==> config.mk <==
export PLATFORM = sky130hd
export DESIGN_NAME = pbk_break_unit
export DESIGN_NICKNAME = d
export VERILOG_FILES = /design/src/verilog/pbk_pkg.sv /design/src/verilog/pbk_chan_if.sv /design/src/verilog/pbk_break_unit.sv /design/src/verilog/pbk_chan_cmp.sv
export SDC_FILE = /design/constraint.sdc
export NUM_CORES = 1
export LEC_CHECK = 0
export ABC_AREA = 1
export CAP_MARGIN = 20
export CORE_MARGIN = 4
export CORE_UTILIZATION = 50
export DETAILED_ROUTE_END_ITERATION = 10
export DONT_BUFFER_PORTS = 1
export PLACE_DENSITY = 0.76
export SLEW_MARGIN = 20
export SYNTH_ARGS = -nofsm -noshare
export SYNTH_HDL_FRONTEND = slang
export SYNTH_SLANG_ARGS = --single-unit
==> constraint.sdc <==
create_clock -name clk_sys_i -period 2.4 [get_ports clk_sys_i]
set_input_delay 0.12 -clock clk_sys_i [delete_from_list [all_inputs] [get_ports clk_sys_i]]
set_output_delay 0.12 -clock clk_sys_i [all_outputs]
set_load 0.01 [all_outputs]
==> src/verilog/pbk_pkg.sv <==
// constants shared by the program break unit files
`default_nettype none
package pbk_pkg;
    // --------------------------------------------------
    // geometry
    // --------------------------------------------------
    localparam int NCH = 2; // break channels
    localparam int BA_W = 24; // break address width
    localparam int RA_W = 8; // register address width
    // --------------------------------------------------
    // register byte offsets
    // --------------------------------------------------
    localparam logic [7:0] OFS_ADDR_A = 8'h00;
    localparam logic [7:0] OFS_ADDR_B = 8'h04;
    localparam logic [7:0] OFS_CTRL_A = 8'h08;
    localparam logic [7:0] OFS_CTRL_B = 8'h0C;
    localparam logic [7:0] OFS_IRQ_STAT = 8'h10;
    localparam logic [7:0] OFS_IRQ_MASK = 8'h14;
    localparam logic [7:0] OFS_MOD_STOP = 8'h18;
    // --------------------------------------------------
    // control register fields
    // --------------------------------------------------
    localparam int FLD_MATCH_FLAG = 7; // condition match flag
    localparam int FLD_MASTER_SEL = 6; // 1: cpu or transfer ctl
    localparam int FLD_MASK_LSB = 3; // 3-bit address mask code
    localparam int FLD_COND_LSB = 1; // 2-bit condition select
    localparam int FLD_IRQ_EN = 0; // break interrupt enable
    // --------------------------------------------------
    // reset values
    // --------------------------------------------------
    localparam logic [23:0] RST_BRK_ADDR = 24'h000000;
    localparam logic [7:0] RST_CTRL = 8'h00;
    localparam logic RST_IRQ_MASK = 1'b0;
    localparam logic RST_MOD_STOP = 1'b1;
    // --------------------------------------------------
    // condition and bus cycle codes
    // --------------------------------------------------
    localparam logic [1:0] COND_FETCH = 2'h0;
    localparam logic [1:0] COND_READ = 2'h1;
    localparam logic [1:0] COND_WRITE = 2'h2;
    localparam logic [1:0] COND_RDWR = 2'h3;
    localparam logic [1:0] KIND_FETCH = 2'h0;
    localparam logic [1:0] KIND_READ = 2'h1;
    localparam logic [1:0] KIND_WRITE = 2'h2;
endpackage
`default_nettype wire

==> src/verilog/pbk_chan_if.sv <==
// per-channel link between register file and comparator
`timescale 1ns/1ps
`default_nettype none
interface pbk_chan_if;
    logic [23:0] brk_addr; // break address
    logic [2:0] mask_code; // low bit mask code
    logic [1:0] cond_sel; // cycle type select
    logic master_sel; // allow transfer ctl cycles
    logic run; // unit not stopped
    logic bus_valid; // bus cycle present
    logic [23:0] bus_addr; // bus cycle address
    logic [1:0] bus_kind; // fetch, read or write
    logic bus_xfer_ctl; // cycle owned by transfer ctl
    logic hit_fetch; // registered fetch match
    logic hit_data; // registered data match
    modport ctl (
        output brk_addr, mask_code, cond_sel, master_sel, run,
        output bus_valid, bus_addr, bus_kind, bus_xfer_ctl,
        input hit_fetch, hit_data
    );
    modport cmp (
        input brk_addr, mask_code, cond_sel, master_sel, run,
        input bus_valid, bus_addr, bus_kind, bus_xfer_ctl,
        output hit_fetch, hit_data
    );
endinterface
`default_nettype wire

==> src/verilog/pbk_break_unit.sv <==
// two channel program break unit with register file
// How it works
// - two identical independent break channels
// - 24-bit break address, zero after reset
// - address top byte reserved, writes ignored
// - mask code drops 0-4, 8, 12, 16 bits
// - condition: fetch, read, write, read/write
// - master select allows transfer controller cycles
// - match sets channel condition flag
// - flag clears on zero write after read
// - request forwarded only when enable set
// - fetch break before matched instruction executes
// - data break after accessing instruction completes
// - module stop halts all matching
// - starts stopped, registers locked until released
// - both channels share one break request
// - flag left set keeps requesting
//
// The strobed register port and the register addresses were chosen for this implementation.
`timescale 1ns/1ps
`default_nettype none
module pbk_break_unit
    import pbk_pkg::*;
(
    input wire logic clk_sys_i, // system clock
    input wire logic rst_n_i, // async reset, low
    input wire logic ce_i, // clock enable
    input wire logic [RA_W-1:0] reg_addr_i, // register byte addr
    input wire logic [31:0] reg_wdata_i, // write data
    input wire logic reg_wr_i, // write strobe
    input wire logic reg_rd_i, // read strobe
    output logic [31:0] reg_rdata_o, // read data, next cycle
    input wire logic bus_valid_i, // bus cycle present
    input wire logic [BA_W-1:0] bus_addr_i, // bus address
    input wire logic [1:0] bus_kind_i, // fetch/read/write
    input wire logic bus_xfer_ctl_i, // transfer ctl master
    input wire logic insn_end_i, // instruction completes
    output logic break_irq_o, // shared break request
    output logic break_fetch_o, // break before execute
    output logic break_data_o, // break after instruction
    output logic irq_o, // masked status interrupt
    output logic mod_stop_o // unit is in module stop
);
    // --------------------------------------------------
    // state
    // --------------------------------------------------
    typedef struct packed {
        logic [NCH-1:0][23:0] baddr; // break addresses
        logic [NCH-1:0][7:0] ctrl; // control registers
        logic [NCH-1:0] armed; // flag read as one
        logic [NCH-1:0] pend; // data break waiting
        logic [NCH-1:0] stat; // sticky event bits
        logic [NCH-1:0] imask; // event enables
        logic stop; // module stop
        logic [31:0] rdata; // read data
        logic brk_irq; // break request
        logic brk_fetch; // fetch break pulse
        logic brk_data; // data break pulse
        logic irq; // status interrupt
    } pbk_state_t;
    localparam pbk_state_t ST_RST = '{
        baddr: {NCH{RST_BRK_ADDR}},
        ctrl: {NCH{RST_CTRL}},
        armed: '0,
        pend: '0,
        stat: '0,
        imask: {NCH{RST_IRQ_MASK}},
        stop: RST_MOD_STOP,
        rdata: '0,
        brk_irq: 1'b0,
        brk_fetch: 1'b0,
        brk_data: 1'b0,
        irq: 1'b0
    };
    pbk_state_t st; // registered state
    pbk_state_t next_st; // next state
    logic [NCH-1:0] hit_fetch; // fetch match per channel
    logic [NCH-1:0] hit_data; // data match per channel
    logic [NCH-1:0] ev_set; // flag set events
    logic [NCH-1:0] pend_now; // pending incl. this cycle
    logic [NCH-1:0] req_now; // flag and enable
    logic [NCH-1:0] sel_addr; // address reg selected
    logic [NCH-1:0] sel_ctrl; // control reg selected
    logic open_acc; // registers accessible
    // offset of a channel register
    function automatic logic [7:0] ch_ofs(logic [7:0] base,
                                          int ch);
        return base + 8'(ch * 4);
    endfunction
    // --------------------------------------------------
    // channels
    // --------------------------------------------------
    // one comparator per channel
    for (genvar g = 0; g < NCH; g++)
    begin : g_ch
        pbk_chan_if cif ();
        assign cif.brk_addr = st.baddr[g];
        assign cif.mask_code = st.ctrl[g][FLD_MASK_LSB +: 3];
        assign cif.cond_sel = st.ctrl[g][FLD_COND_LSB +: 2];
        assign cif.master_sel = st.ctrl[g][FLD_MASTER_SEL];
        assign cif.run = !st.stop;
        assign cif.bus_valid = bus_valid_i;
        assign cif.bus_addr = bus_addr_i;
        assign cif.bus_kind = bus_kind_i;
        assign cif.bus_xfer_ctl = bus_xfer_ctl_i;
        assign hit_fetch[g] = cif.hit_fetch;
        assign hit_data[g] = cif.hit_data;
        pbk_chan_cmp u_cmp (
            .clk_sys_i (clk_sys_i),
            .rst_n_i (rst_n_i),
            .ce_i (ce_i),
            .ch_if (cif.cmp)
        );
    end
    // --------------------------------------------------
    // next state
    // --------------------------------------------------
    always_comb
    begin
        next_st = st;
        ev_set = '0;
        pend_now = '0;
        req_now = '0;
        sel_addr = '0;
        sel_ctrl = '0;
        next_st.rdata = 32'h0;
        next_st.brk_fetch = 1'b0;
        next_st.brk_data = 1'b0;
        open_acc = !st.stop;
        for (int c = 0; c < NCH; c++)
        begin
            sel_addr[c] = reg_addr_i == ch_ofs(OFS_ADDR_A, c);
            sel_ctrl[c] = reg_addr_i == ch_ofs(OFS_CTRL_A, c);
            // hold data hit to insn end
            pend_now[c] = (st.pend[c] | hit_data[c]) & !st.stop;
            next_st.pend[c] = pend_now[c] & !insn_end_i;
            ev_set[c] = hit_fetch[c] | (pend_now[c] & insn_end_i);
            if (hit_fetch[c] && st.ctrl[c][FLD_IRQ_EN])
            begin
                next_st.brk_fetch = 1'b1;
            end
            if (pend_now[c] && insn_end_i
                && st.ctrl[c][FLD_IRQ_EN])
            begin
                next_st.brk_data = 1'b1;
            end
        end
        // register reads
        if (reg_rd_i)
        begin
            if (reg_addr_i == OFS_MOD_STOP)
            begin
                next_st.rdata = {31'h0, st.stop};
            end
            else if (open_acc && reg_addr_i == OFS_IRQ_STAT)
            begin
                next_st.rdata = {30'h0, st.stat};
            end
            else if (open_acc && reg_addr_i == OFS_IRQ_MASK)
            begin
                next_st.rdata = {30'h0, st.imask};
            end
            for (int c = 0; c < NCH; c++)
            begin
                if (open_acc && sel_addr[c])
                begin
                    next_st.rdata = {8'h00, st.baddr[c]};
                end
                if (open_acc && sel_ctrl[c])
                begin
                    next_st.rdata = {24'h0, st.ctrl[c]};
                    if (st.ctrl[c][FLD_MATCH_FLAG])
                    begin
                        next_st.armed[c] = 1'b1;
                    end
                end
            end
        end
        // register writes
        if (reg_wr_i)
        begin
            // stop control is always reachable
            if (reg_addr_i == OFS_MOD_STOP)
            begin
                next_st.stop = reg_wdata_i[0];
            end
            else if (open_acc && reg_addr_i == OFS_IRQ_STAT)
            begin
                next_st.stat = st.stat & ~reg_wdata_i[NCH-1:0];
            end
            else if (open_acc && reg_addr_i == OFS_IRQ_MASK)
            begin
                next_st.imask = reg_wdata_i[NCH-1:0];
            end
            for (int c = 0; c < NCH; c++)
            begin
                if (open_acc && sel_addr[c])
                begin
                    next_st.baddr[c] = reg_wdata_i[23:0];
                end
                if (open_acc && sel_ctrl[c])
                begin
                    next_st.ctrl[c][6:0] = reg_wdata_i[6:0];
                    if (!reg_wdata_i[FLD_MATCH_FLAG] && st.armed[c])
                    begin
                        next_st.ctrl[c][FLD_MATCH_FLAG] = 1'b0;
                    end
                    next_st.armed[c] = 1'b0;
                end
            end
        end
        // event set wins over clear
        for (int c = 0; c < NCH; c++)
        begin
            if (ev_set[c])
            begin
                next_st.ctrl[c][FLD_MATCH_FLAG] = 1'b1;
                next_st.stat[c] = 1'b1;
            end
            req_now[c] = next_st.ctrl[c][FLD_MATCH_FLAG]
                & next_st.ctrl[c][FLD_IRQ_EN];
        end
        next_st.brk_irq = |req_now;
        next_st.irq = |(next_st.stat & next_st.imask);
    end
    // state register
    always_ff @(posedge clk_sys_i or negedge rst_n_i)
    begin
        if (!rst_n_i) st <= ST_RST;
        else if (ce_i) st <= next_st;
    end
    // --------------------------------------------------
    // outputs
    // --------------------------------------------------
    assign reg_rdata_o = st.rdata;
    assign break_irq_o = st.brk_irq;
    assign break_fetch_o = st.brk_fetch;
    assign break_data_o = st.brk_data;
    assign irq_o = st.irq;
    assign mod_stop_o = st.stop;
endmodule // pbk_break_unit
`default_nettype wire

==> src/verilog/pbk_chan_cmp.sv <==
// one break channel address and cycle comparator
`timescale 1ns/1ps
`default_nettype none
module pbk_chan_cmp
    import pbk_pkg::*;
(
    input wire logic clk_sys_i, // system clock
    input wire logic rst_n_i, // async reset, low
    input wire logic ce_i, // clock enable
    pbk_chan_if.cmp ch_if // channel config and bus
);
    // --------------------------------------------------
    // state
    // --------------------------------------------------
    typedef struct packed {
        logic hit_fetch; // fetch matched last cycle
        logic hit_data; // data access matched
    } pbk_cmp_t;
    pbk_cmp_t st; // registered state
    pbk_cmp_t next_st; // next state
    logic [23:0] keep; // compared address bits
    logic base_ok; // address and master agree
    // bits kept for a mask code
    function automatic logic [23:0] keep_of(logic [2:0] code);
        logic [4:0] drop;
        drop = {2'h0, code};
        if (code == 3'h5) drop = 5'h08;
        if (code == 3'h6) drop = 5'h0C;
        if (code == 3'h7) drop = 5'h10;
        return ~((24'h000001 << drop) - 24'h000001);
    endfunction
    // --------------------------------------------------
    // compare
    // --------------------------------------------------
    always_comb
    begin
        next_st = '0;
        keep = keep_of(ch_if.mask_code);
        base_ok = ch_if.bus_valid && ch_if.run
            && (((ch_if.bus_addr ^ ch_if.brk_addr) & keep) == 24'h0)
            && (!ch_if.bus_xfer_ctl || ch_if.master_sel);
        unique case (ch_if.cond_sel)
            COND_FETCH: next_st.hit_fetch = base_ok
                && (ch_if.bus_kind == KIND_FETCH);
            COND_READ: next_st.hit_data = base_ok
                && (ch_if.bus_kind == KIND_READ);
            COND_WRITE: next_st.hit_data = base_ok
                && (ch_if.bus_kind == KIND_WRITE);
            COND_RDWR: next_st.hit_data = base_ok
                && ((ch_if.bus_kind == KIND_READ)
                || (ch_if.bus_kind == KIND_WRITE));
        endcase
    end
    // register the match
    always_ff @(posedge clk_sys_i or negedge rst_n_i)
    begin
        if (!rst_n_i) st <= '0;
        else if (ce_i) st <= next_st;
    end
    assign ch_if.hit_fetch = st.hit_fetch;
    assign ch_if.hit_data = st.hit_data;
endmodule // pbk_chan_cmp
`default_nettype wire

**Word-level counts from Yosys, hierarchy flattened**

Index checks and enable logic that the tools add are counted.

- Shift operators: 2
- Equal/unequal tests: 20
- $add $sub $neg: 2
- Muxes and demuxes: 44
- Reduce and logical (&&, ||, !) cells: 47
- Bitwise logic cells: 21

Operators by type and width:

| operator | number |
|---|---|
| 32-bit two-way mux | 4 |
| 24-bit AND | 2 |
| 24-bit logical NOT | 2 |
| 24-bit inverter | 2 |
| 1-bit by 5-bit left shift with 24-bit output (first input constant) | 2 |
| 24-bit by 1-bit subtractor with 24-bit output (second input constant) | 2 |
| 24-bit bitwise XOR | 2 |
| 1-bit logical AND | 27 |
| 5-bit two-way mux | 5 |
| 8-bit by 5-bit equality test with 1-bit output (second input constant) | 3 |
| 24-bit two-way mux | 1 |
| 1-bit two-way mux | 19 |
| 3-bit equality test (second input constant) | 6 |
| 18-bit two-way mux | 1 |
| 8-bit by 4-bit equality test with 1-bit output (second input constant) | 2 |
| 8-bit two-way mux | 2 |
| 3-bit AND reduction | 5 |
| 2-bit two-way mux | 7 |
| 4-bit two-way mux | 3 |
| 2-bit equality test (second input constant) | 5 |
| 1-bit AND | 8 |
| 8-bit by 3-bit equality test with 1-bit output (second input constant) | 1 |
| 8-bit logical NOT | 1 |
| 2-bit by 1-bit equality test with 1-bit output (second input constant) | 3 |
| 8 further kinds | 21 |

- Output and inout port bits: 37
- Logic and storage cells: 156
- Register bits: 113
- Bits of input ports: 74

**Depth between registers and ports, before layout**

- Depth after elaboration: 13
- Depth in mapped cells: 13

**Hierarchy**

From an unflattened synthesis, not the netlist that was laid out.

- Cells, all modules: 907
- Area, all modules: 6,471.2 um^2

Modules (own cells, without submodules):

| module | area each (um^2) | cells an instance | sequential area each (um^2) | instances |
|---|---|---|---|---|
| pbk_break_unit | 4,992.3 | 593 | 2,528.7 | 1 |
| pbk_chan_cmp | 739.5 | 157 | 50.0 | 2 |

**Worst setup path after synthesis**

OpenSTA, ideal clock, no wires.

- Path kind: reg-to-reg
- From: register st, in the netlist g_ch[0].cif.mask_code[1]
- To: register g_ch[0].u_cmp.st, in the netlist g_ch[0].u_cmp.ch_if.hit_data
- Data required time: 2.334 ns
- Library setup time: 0.066 ns
- Stages on the path, launching flop included: 13
- Slack: 0.770 ns
- Clock period less this slack: 1.630 ns
- Arrival time: 1.564 ns
- Cells stage by stage: dfrtp_1 -> clkbuf_2 -> nor2_1 -> nand2_1 -> ha_1 -> clkbuf_1 -> nor3_1 -> o21ai_0 -> o21ai_0 -> nand2_1 -> nand2_1 -> nand4_1 -> nand2_1

- Word-level cells in the longest chain between the ends: 13
- Elaborated cells on any way between the ends: 17

RTL lines:

| element | line | RTL |
|---|---|---|
| from (decl) | pbk_break_unit.sv:75 | `pbk_state_t st;` |
| from (signal assigned) | pbk_break_unit.sv:230 | `else if (ce_i) st <= next_st;` |
| 3-bit equality test | pbk_chan_cmp.sv:27 | `if (code == 3'h5) drop = 5'h08;` |
| 4-bit two-way mux | pbk_chan_cmp.sv:27 |  |
| 5-bit two-way mux | pbk_chan_cmp.sv:28 | `if (code == 3'h6) drop = 5'h0C;` |
| 5-bit two-way mux (*) | pbk_chan_cmp.sv:29 | `if (code == 3'h7) drop = 5'h10;` |
| 1-bit by 5-bit left shift with 24-bit output (*) | pbk_chan_cmp.sv:30 | `return ~((24'h000001 << drop) - 24'h000001);` |
| 24-bit by 1-bit subtractor with 24-bit output (*) | pbk_chan_cmp.sv:30 |  |
| 24-bit inverter (*) | pbk_chan_cmp.sv:30 |  |
| 24-bit AND (*) | pbk_chan_cmp.sv:40 | `&& (((ch_if.bus_addr ^ ch_if.brk_addr) & keep) == 24'h0)` |
| 24-bit logical NOT (*) | pbk_chan_cmp.sv:40 |  |
| 1-bit logical AND (*) | pbk_chan_cmp.sv:40 |  |
| 1-bit logical AND (*) | pbk_chan_cmp.sv:41 | `&& (!ch_if.bus_xfer_ctl \|\| ch_if.master_sel);` |
| 1-bit logical AND (on tied branches) | pbk_chan_cmp.sv:50, pbk_chan_cmp.sv:46, pbk_chan_cmp.sv:48 |  |
| 1-bit case mux with 3 select lines (*) | pbk_chan_cmp.sv:42 | `unique case (ch_if.cond_sel)` |
| to (signal assigned) | pbk_chan_cmp.sv:58 | `else if (ce_i) st <= next_st;` |
| to (decl) | pbk_chan_cmp.sv:19 | `pbk_cmp_t st;` |

Every way passes the cells marked *; elsewhere a longest branch is shown, timed or not.
A chain may end at the register's enable or synchronous reset.

**Worst setup path in the final report**

- From: register st, in the netlist mod_stop_o
- To: register st, in the netlist reg_rdata_o[7]

- Word-level cells in the longest chain between the ends: 7
- Elaborated cells on any way between the ends: 10

RTL lines:

| element | line | RTL |
|---|---|---|
| 1-bit logical NOT (*) | pbk_break_unit.sv:129 | `open_acc = !st.stop;` |
| 1-bit logical AND | pbk_break_unit.sv:165 | `if (open_acc && sel_addr[c])` |
| 24-bit two-way mux | pbk_break_unit.sv:165 |  |
| 32-bit two-way mux | pbk_break_unit.sv:169 | `if (open_acc && sel_ctrl[c])` |
| 32-bit two-way mux | pbk_break_unit.sv:165 |  |
| 32-bit two-way mux (*) | pbk_break_unit.sv:169 |  |
| 32-bit two-way mux (*) | pbk_break_unit.sv:149 | `if (reg_rd_i)` |

Marks and branches as above.

==> results.md <==
* Outcome: finished, violations left
* Failing checks: hold timing
* Initial antenna violation count at 0
* Slowest-stage cell, CP: dfstp_2
* Setup WS post-layout at 0.4704 ns
* Number of buffers created by CTS at 9
* First-pass GRT wire length at ~26,000 um
* Final ANT Viol Nets at 0
* Pre-CTS WS at 0.5010 ns
* R2r worst-path depth at 8
* WL/cell at 16.44 um
* Cell area after synthesis at 6294 um^2
* Crit Path Category: register to register
* Drt pass-1 iters at 5
* IR drop worst, VDD at ~320 uV
* Critical Path Sink Type: register
* Final Hold Viols at 105
* H-tree depth at 3
* CTS sink count at between 100 and 150
* Gr ovfl total at 0
* Diode count at 0
* Max incr delay on CP at 0.58 ns
* Pwr dens at 583.1 nW/um^2
* Die width at 120.2 um
* Clk_lat worst skew at 0.35 ns
* Gate Count Post-Synth at 829
* Layout Cells excl Fill at 989
* CTS tree: done
* Via count at around 5,300
* Root buffer cell: clkbuf_16
* Std cell rows at 40
* Sequential area share after synthesis at 0.4177
* Crit path buf inv count at 2
* Critical path required time at 2.69 ns
* R2R Setup Slk at approximately 0.47 ns
* HP Class: primary input to async pin
* Pwr Total at 3.955 mW
* Post-CTS Hold Fix Bufs at 25
* Vias in the first global route at 4,902
* DRC Markers at 0
* Layout Nets at around 900
* DP Wirelength at 11,950 um
* I/O Buffers at 0
* DR iter-0 viols at 580
* Fin. max-slew vios at 0
* R2r startpoint: mod_stop_o
* Chip height at between 100 and 150 um
* I/O pin total at 111
* Crit-path leading delay family: simple AND/OR/NAND/NOR gates
* Total negative slack at 0 ns
* Tmin final at 1.930 ns
* PostCTS Resize Cnt at 0
* Clk pin slew, worst setup/hold paths at 0.07 ns
* Skew final at 0.006177 ns
* Initial Utilization at 0.5175
* Critical-path cell list: inv_2, nand4_4, nor2_4, nand2_2, inv_1, a21oi_1, o21ai_0, nand2_1
* Core footprint at 12,160 um^2
* Synth Register Bits at 105
* Critical Path Fanout Max at 19
* Max frequency at 518.2 MHz
* Total length of routed wires at 16,260 um
* Max-cap violation count at 0
* Post-CTS setup buffers at 0
* Max Buffers Root-to-Sink at 2
* Vias per cell at 5.337
* GPL Wtd Cong at 0.9371
* Post-Place Cells at ~950
* GRT Resource Usage Total at 0.2308
* Synth warn at 0
* Largest net degree at the start of global routing at between 100 and 150
* Hold Worst Slack at -0.5342 ns
* Final setup vio count at 0
* R2R Path End: reg_rdata_o[7]
* Die ar. at 14,450 um^2
* P&R area growth vs syn at 7.773%
* Unrepaired setup endpoints after global routing: false
* Share of layout cells above drive strength 1 at 0.07065
* Syn_area_per_cell at 7.592 um^2
* Slew headroom at 0.6384
* LEAKAGE at 3.345 nW
* Number of distinct library cells after synthesis at 44
* Post-route clock period utilization at 0.8040
* Arrival time worst endpoint at 2.22 ns
* Slew @ Worst Pin at 0.5418 ns
* Setup crit start kind: register
## worst max-delay path by stage
| stage | startpoint | cells after the start | slack, ns | to |
|---|---|---|---|---|
| global route | g_ch[1].cif.mask_code[2] | 10 | 0.25 | g_ch[1].u_cmp.ch_if.hit_data |
| floorplan | g_ch[0].cif.mask_code[1] | 12 | 0.77 | g_ch[0].u_cmp.ch_if.hit_data |
| detailed placement | g_ch[1].cif.mask_code[2] | 10 | 0.50 | g_ch[1].u_cmp.ch_if.hit_fetch |
| global placement | g_ch[0].cif.mask_code[1] | 11 | 0.54 | g_ch[0].u_cmp.ch_if.hit_data |
| finish | mod_stop_o | 8 | 0.47 | reg_rdata_o[7] |
| CTS | g_ch[1].cif.mask_code[2] | 10 | 0.50 | g_ch[1].u_cmp.ch_if.hit_fetch |
## per-stage QoR
step / cell area [um^2] / util
5_1_grt: 6783 / 0.5577
3_5_place_dp: 6152 / 0.5059
4_1_cts: 6783 / 0.5577
2_1_floorplan: 6320 / -
3_3_place_gp: 6152 / 0.5059
6_report: 6783 / 0.5577
## sequential cells by signal, summed over array words and instances (netlist names)
signal,cells
g_ch.cif.brk_addr,48
reg_rdata_o,24
st,12
g_ch.cif.mask_code,6
g_ch.cif.cond_sel,4
g_ch.cif.master_sel,2
g_ch.u_cmp.ch_if.hit_data,2
g_ch.u_cmp.ch_if.hit_fetch,2
break_data_o,1
break_fetch_o,1
break_irq_o,1
irq_o,1
mod_stop_o,1
## cell type report
| class | instances | area (um^2) |
|---|---|---|
| fill | 1137 | 5379 |
| multi-input combinational | 574 | 2895 |
| sequential | 105 | 2629 |
| inverter | 96 | 360.3 |
| timing repair buffer | 31 | 307.8 |
| clock buffer | 9 | 225.2 |
| tap | 168 | 210.2 |
| clock inverter | 6 | 155.1 |
## synthesized netlist by cell type (all sizes together)
| library cell | count | area (um^2) |
|---|---|---|
| nand2 | 255 | 974.7 |
| o21ai | 116 | 606.8 |
| dfrtp | 104 | 2603 |
| inv | 96 | 360.3 |
| buf | 52 | 400.4 |
| nand3 | 50 | 272.8 |
| nor2 | 45 | 222.7 |
| xor2 | 23 | 201.4 |
| nand4 | 17 | 127.6 |
| xnor2 | 13 | 113.9 |
| a21oi | 12 | 60.06 |
| clkbuf | 9 | 35.03 |
| nor3 | 6 | 46.30 |
| ha | 5 | 62.56 |
| o2111ai | 5 | 43.79 |
| o22ai | 5 | 31.28 |
| o21bai | 4 | 30.03 |
| or2 | 3 | 18.77 |
| nor4 | 2 | 12.51 |
| a221oi | 1 | 8.760 |
| a22oi | 1 | 7.510 |
| a31oi | 1 | 6.260 |
| conb | 1 | 3.750 |
| dfstp | 1 | 26.28 |
| o211a | 1 | 10.01 |
| o211ai | 1 | 7.510 |
## cell usage in the layout, fill, tap and decap left out, drive strengths merged
master	synthesis	layout
conb	1	8
dfstp	1	1
a31oi	1	1
nor4	2	2
o2111ai	5	5
o22ai	5	5
a221oi	1	1
bufinv	0	5
a22oi	1	1
or2	3	3
inv	96	96
nand2	255	255
dfrtp	104	104
o21ai	116	116
nor2	45	45
a21oi	12	12
clkbuf	9	9
o21bai	4	4
nand3	50	50
o211a	1	1
nor3	6	6
nand4	17	17
dlygate4sd3	0	25
xor2	23	23
clkinv	0	1
buf	52	6
ha	5	5
xnor2	13	13
o211ai	1	1
## cell families after synthesis
| group | Yosys count | share of synthesized area |
|---|---|---|
| adder cells (fa/ha/maj) | 5 | 0.009940 |
| XOR/XNOR | 36 | 0.05010 |
| AO/OA/AOI/OAI | 147 | 0.1290 |
| AND/OR/NAND/NOR | 378 | 0.2662 |
| other | 1 | 0.0005958 |
| flip-flops | 105 | 0.4177 |
| buffers and inverters | 157 | 0.1264 |
## layer usage
metal / wire, um / vias to the layer above / share of wire / track usage
li1: - / 2602 / - / -
met1: 7283 / 2459 / 0.45 / 0.3248
met2: 7352 / 196 / 0.45 / 0.3505
met3: 1291 / 21 / 0.079 / 0.05613
met4: 332 / 0 / 0.020 / 0.07588
met5: 0 / - / 0 / 0
## power breakdown
part	switching (mW)	internal, mW
Combinational	0.147	0.0921
Sequential	0.0224	1.80
Clock	0.675	1.22
No activity file was read; power rests on OpenSTA's default activity.
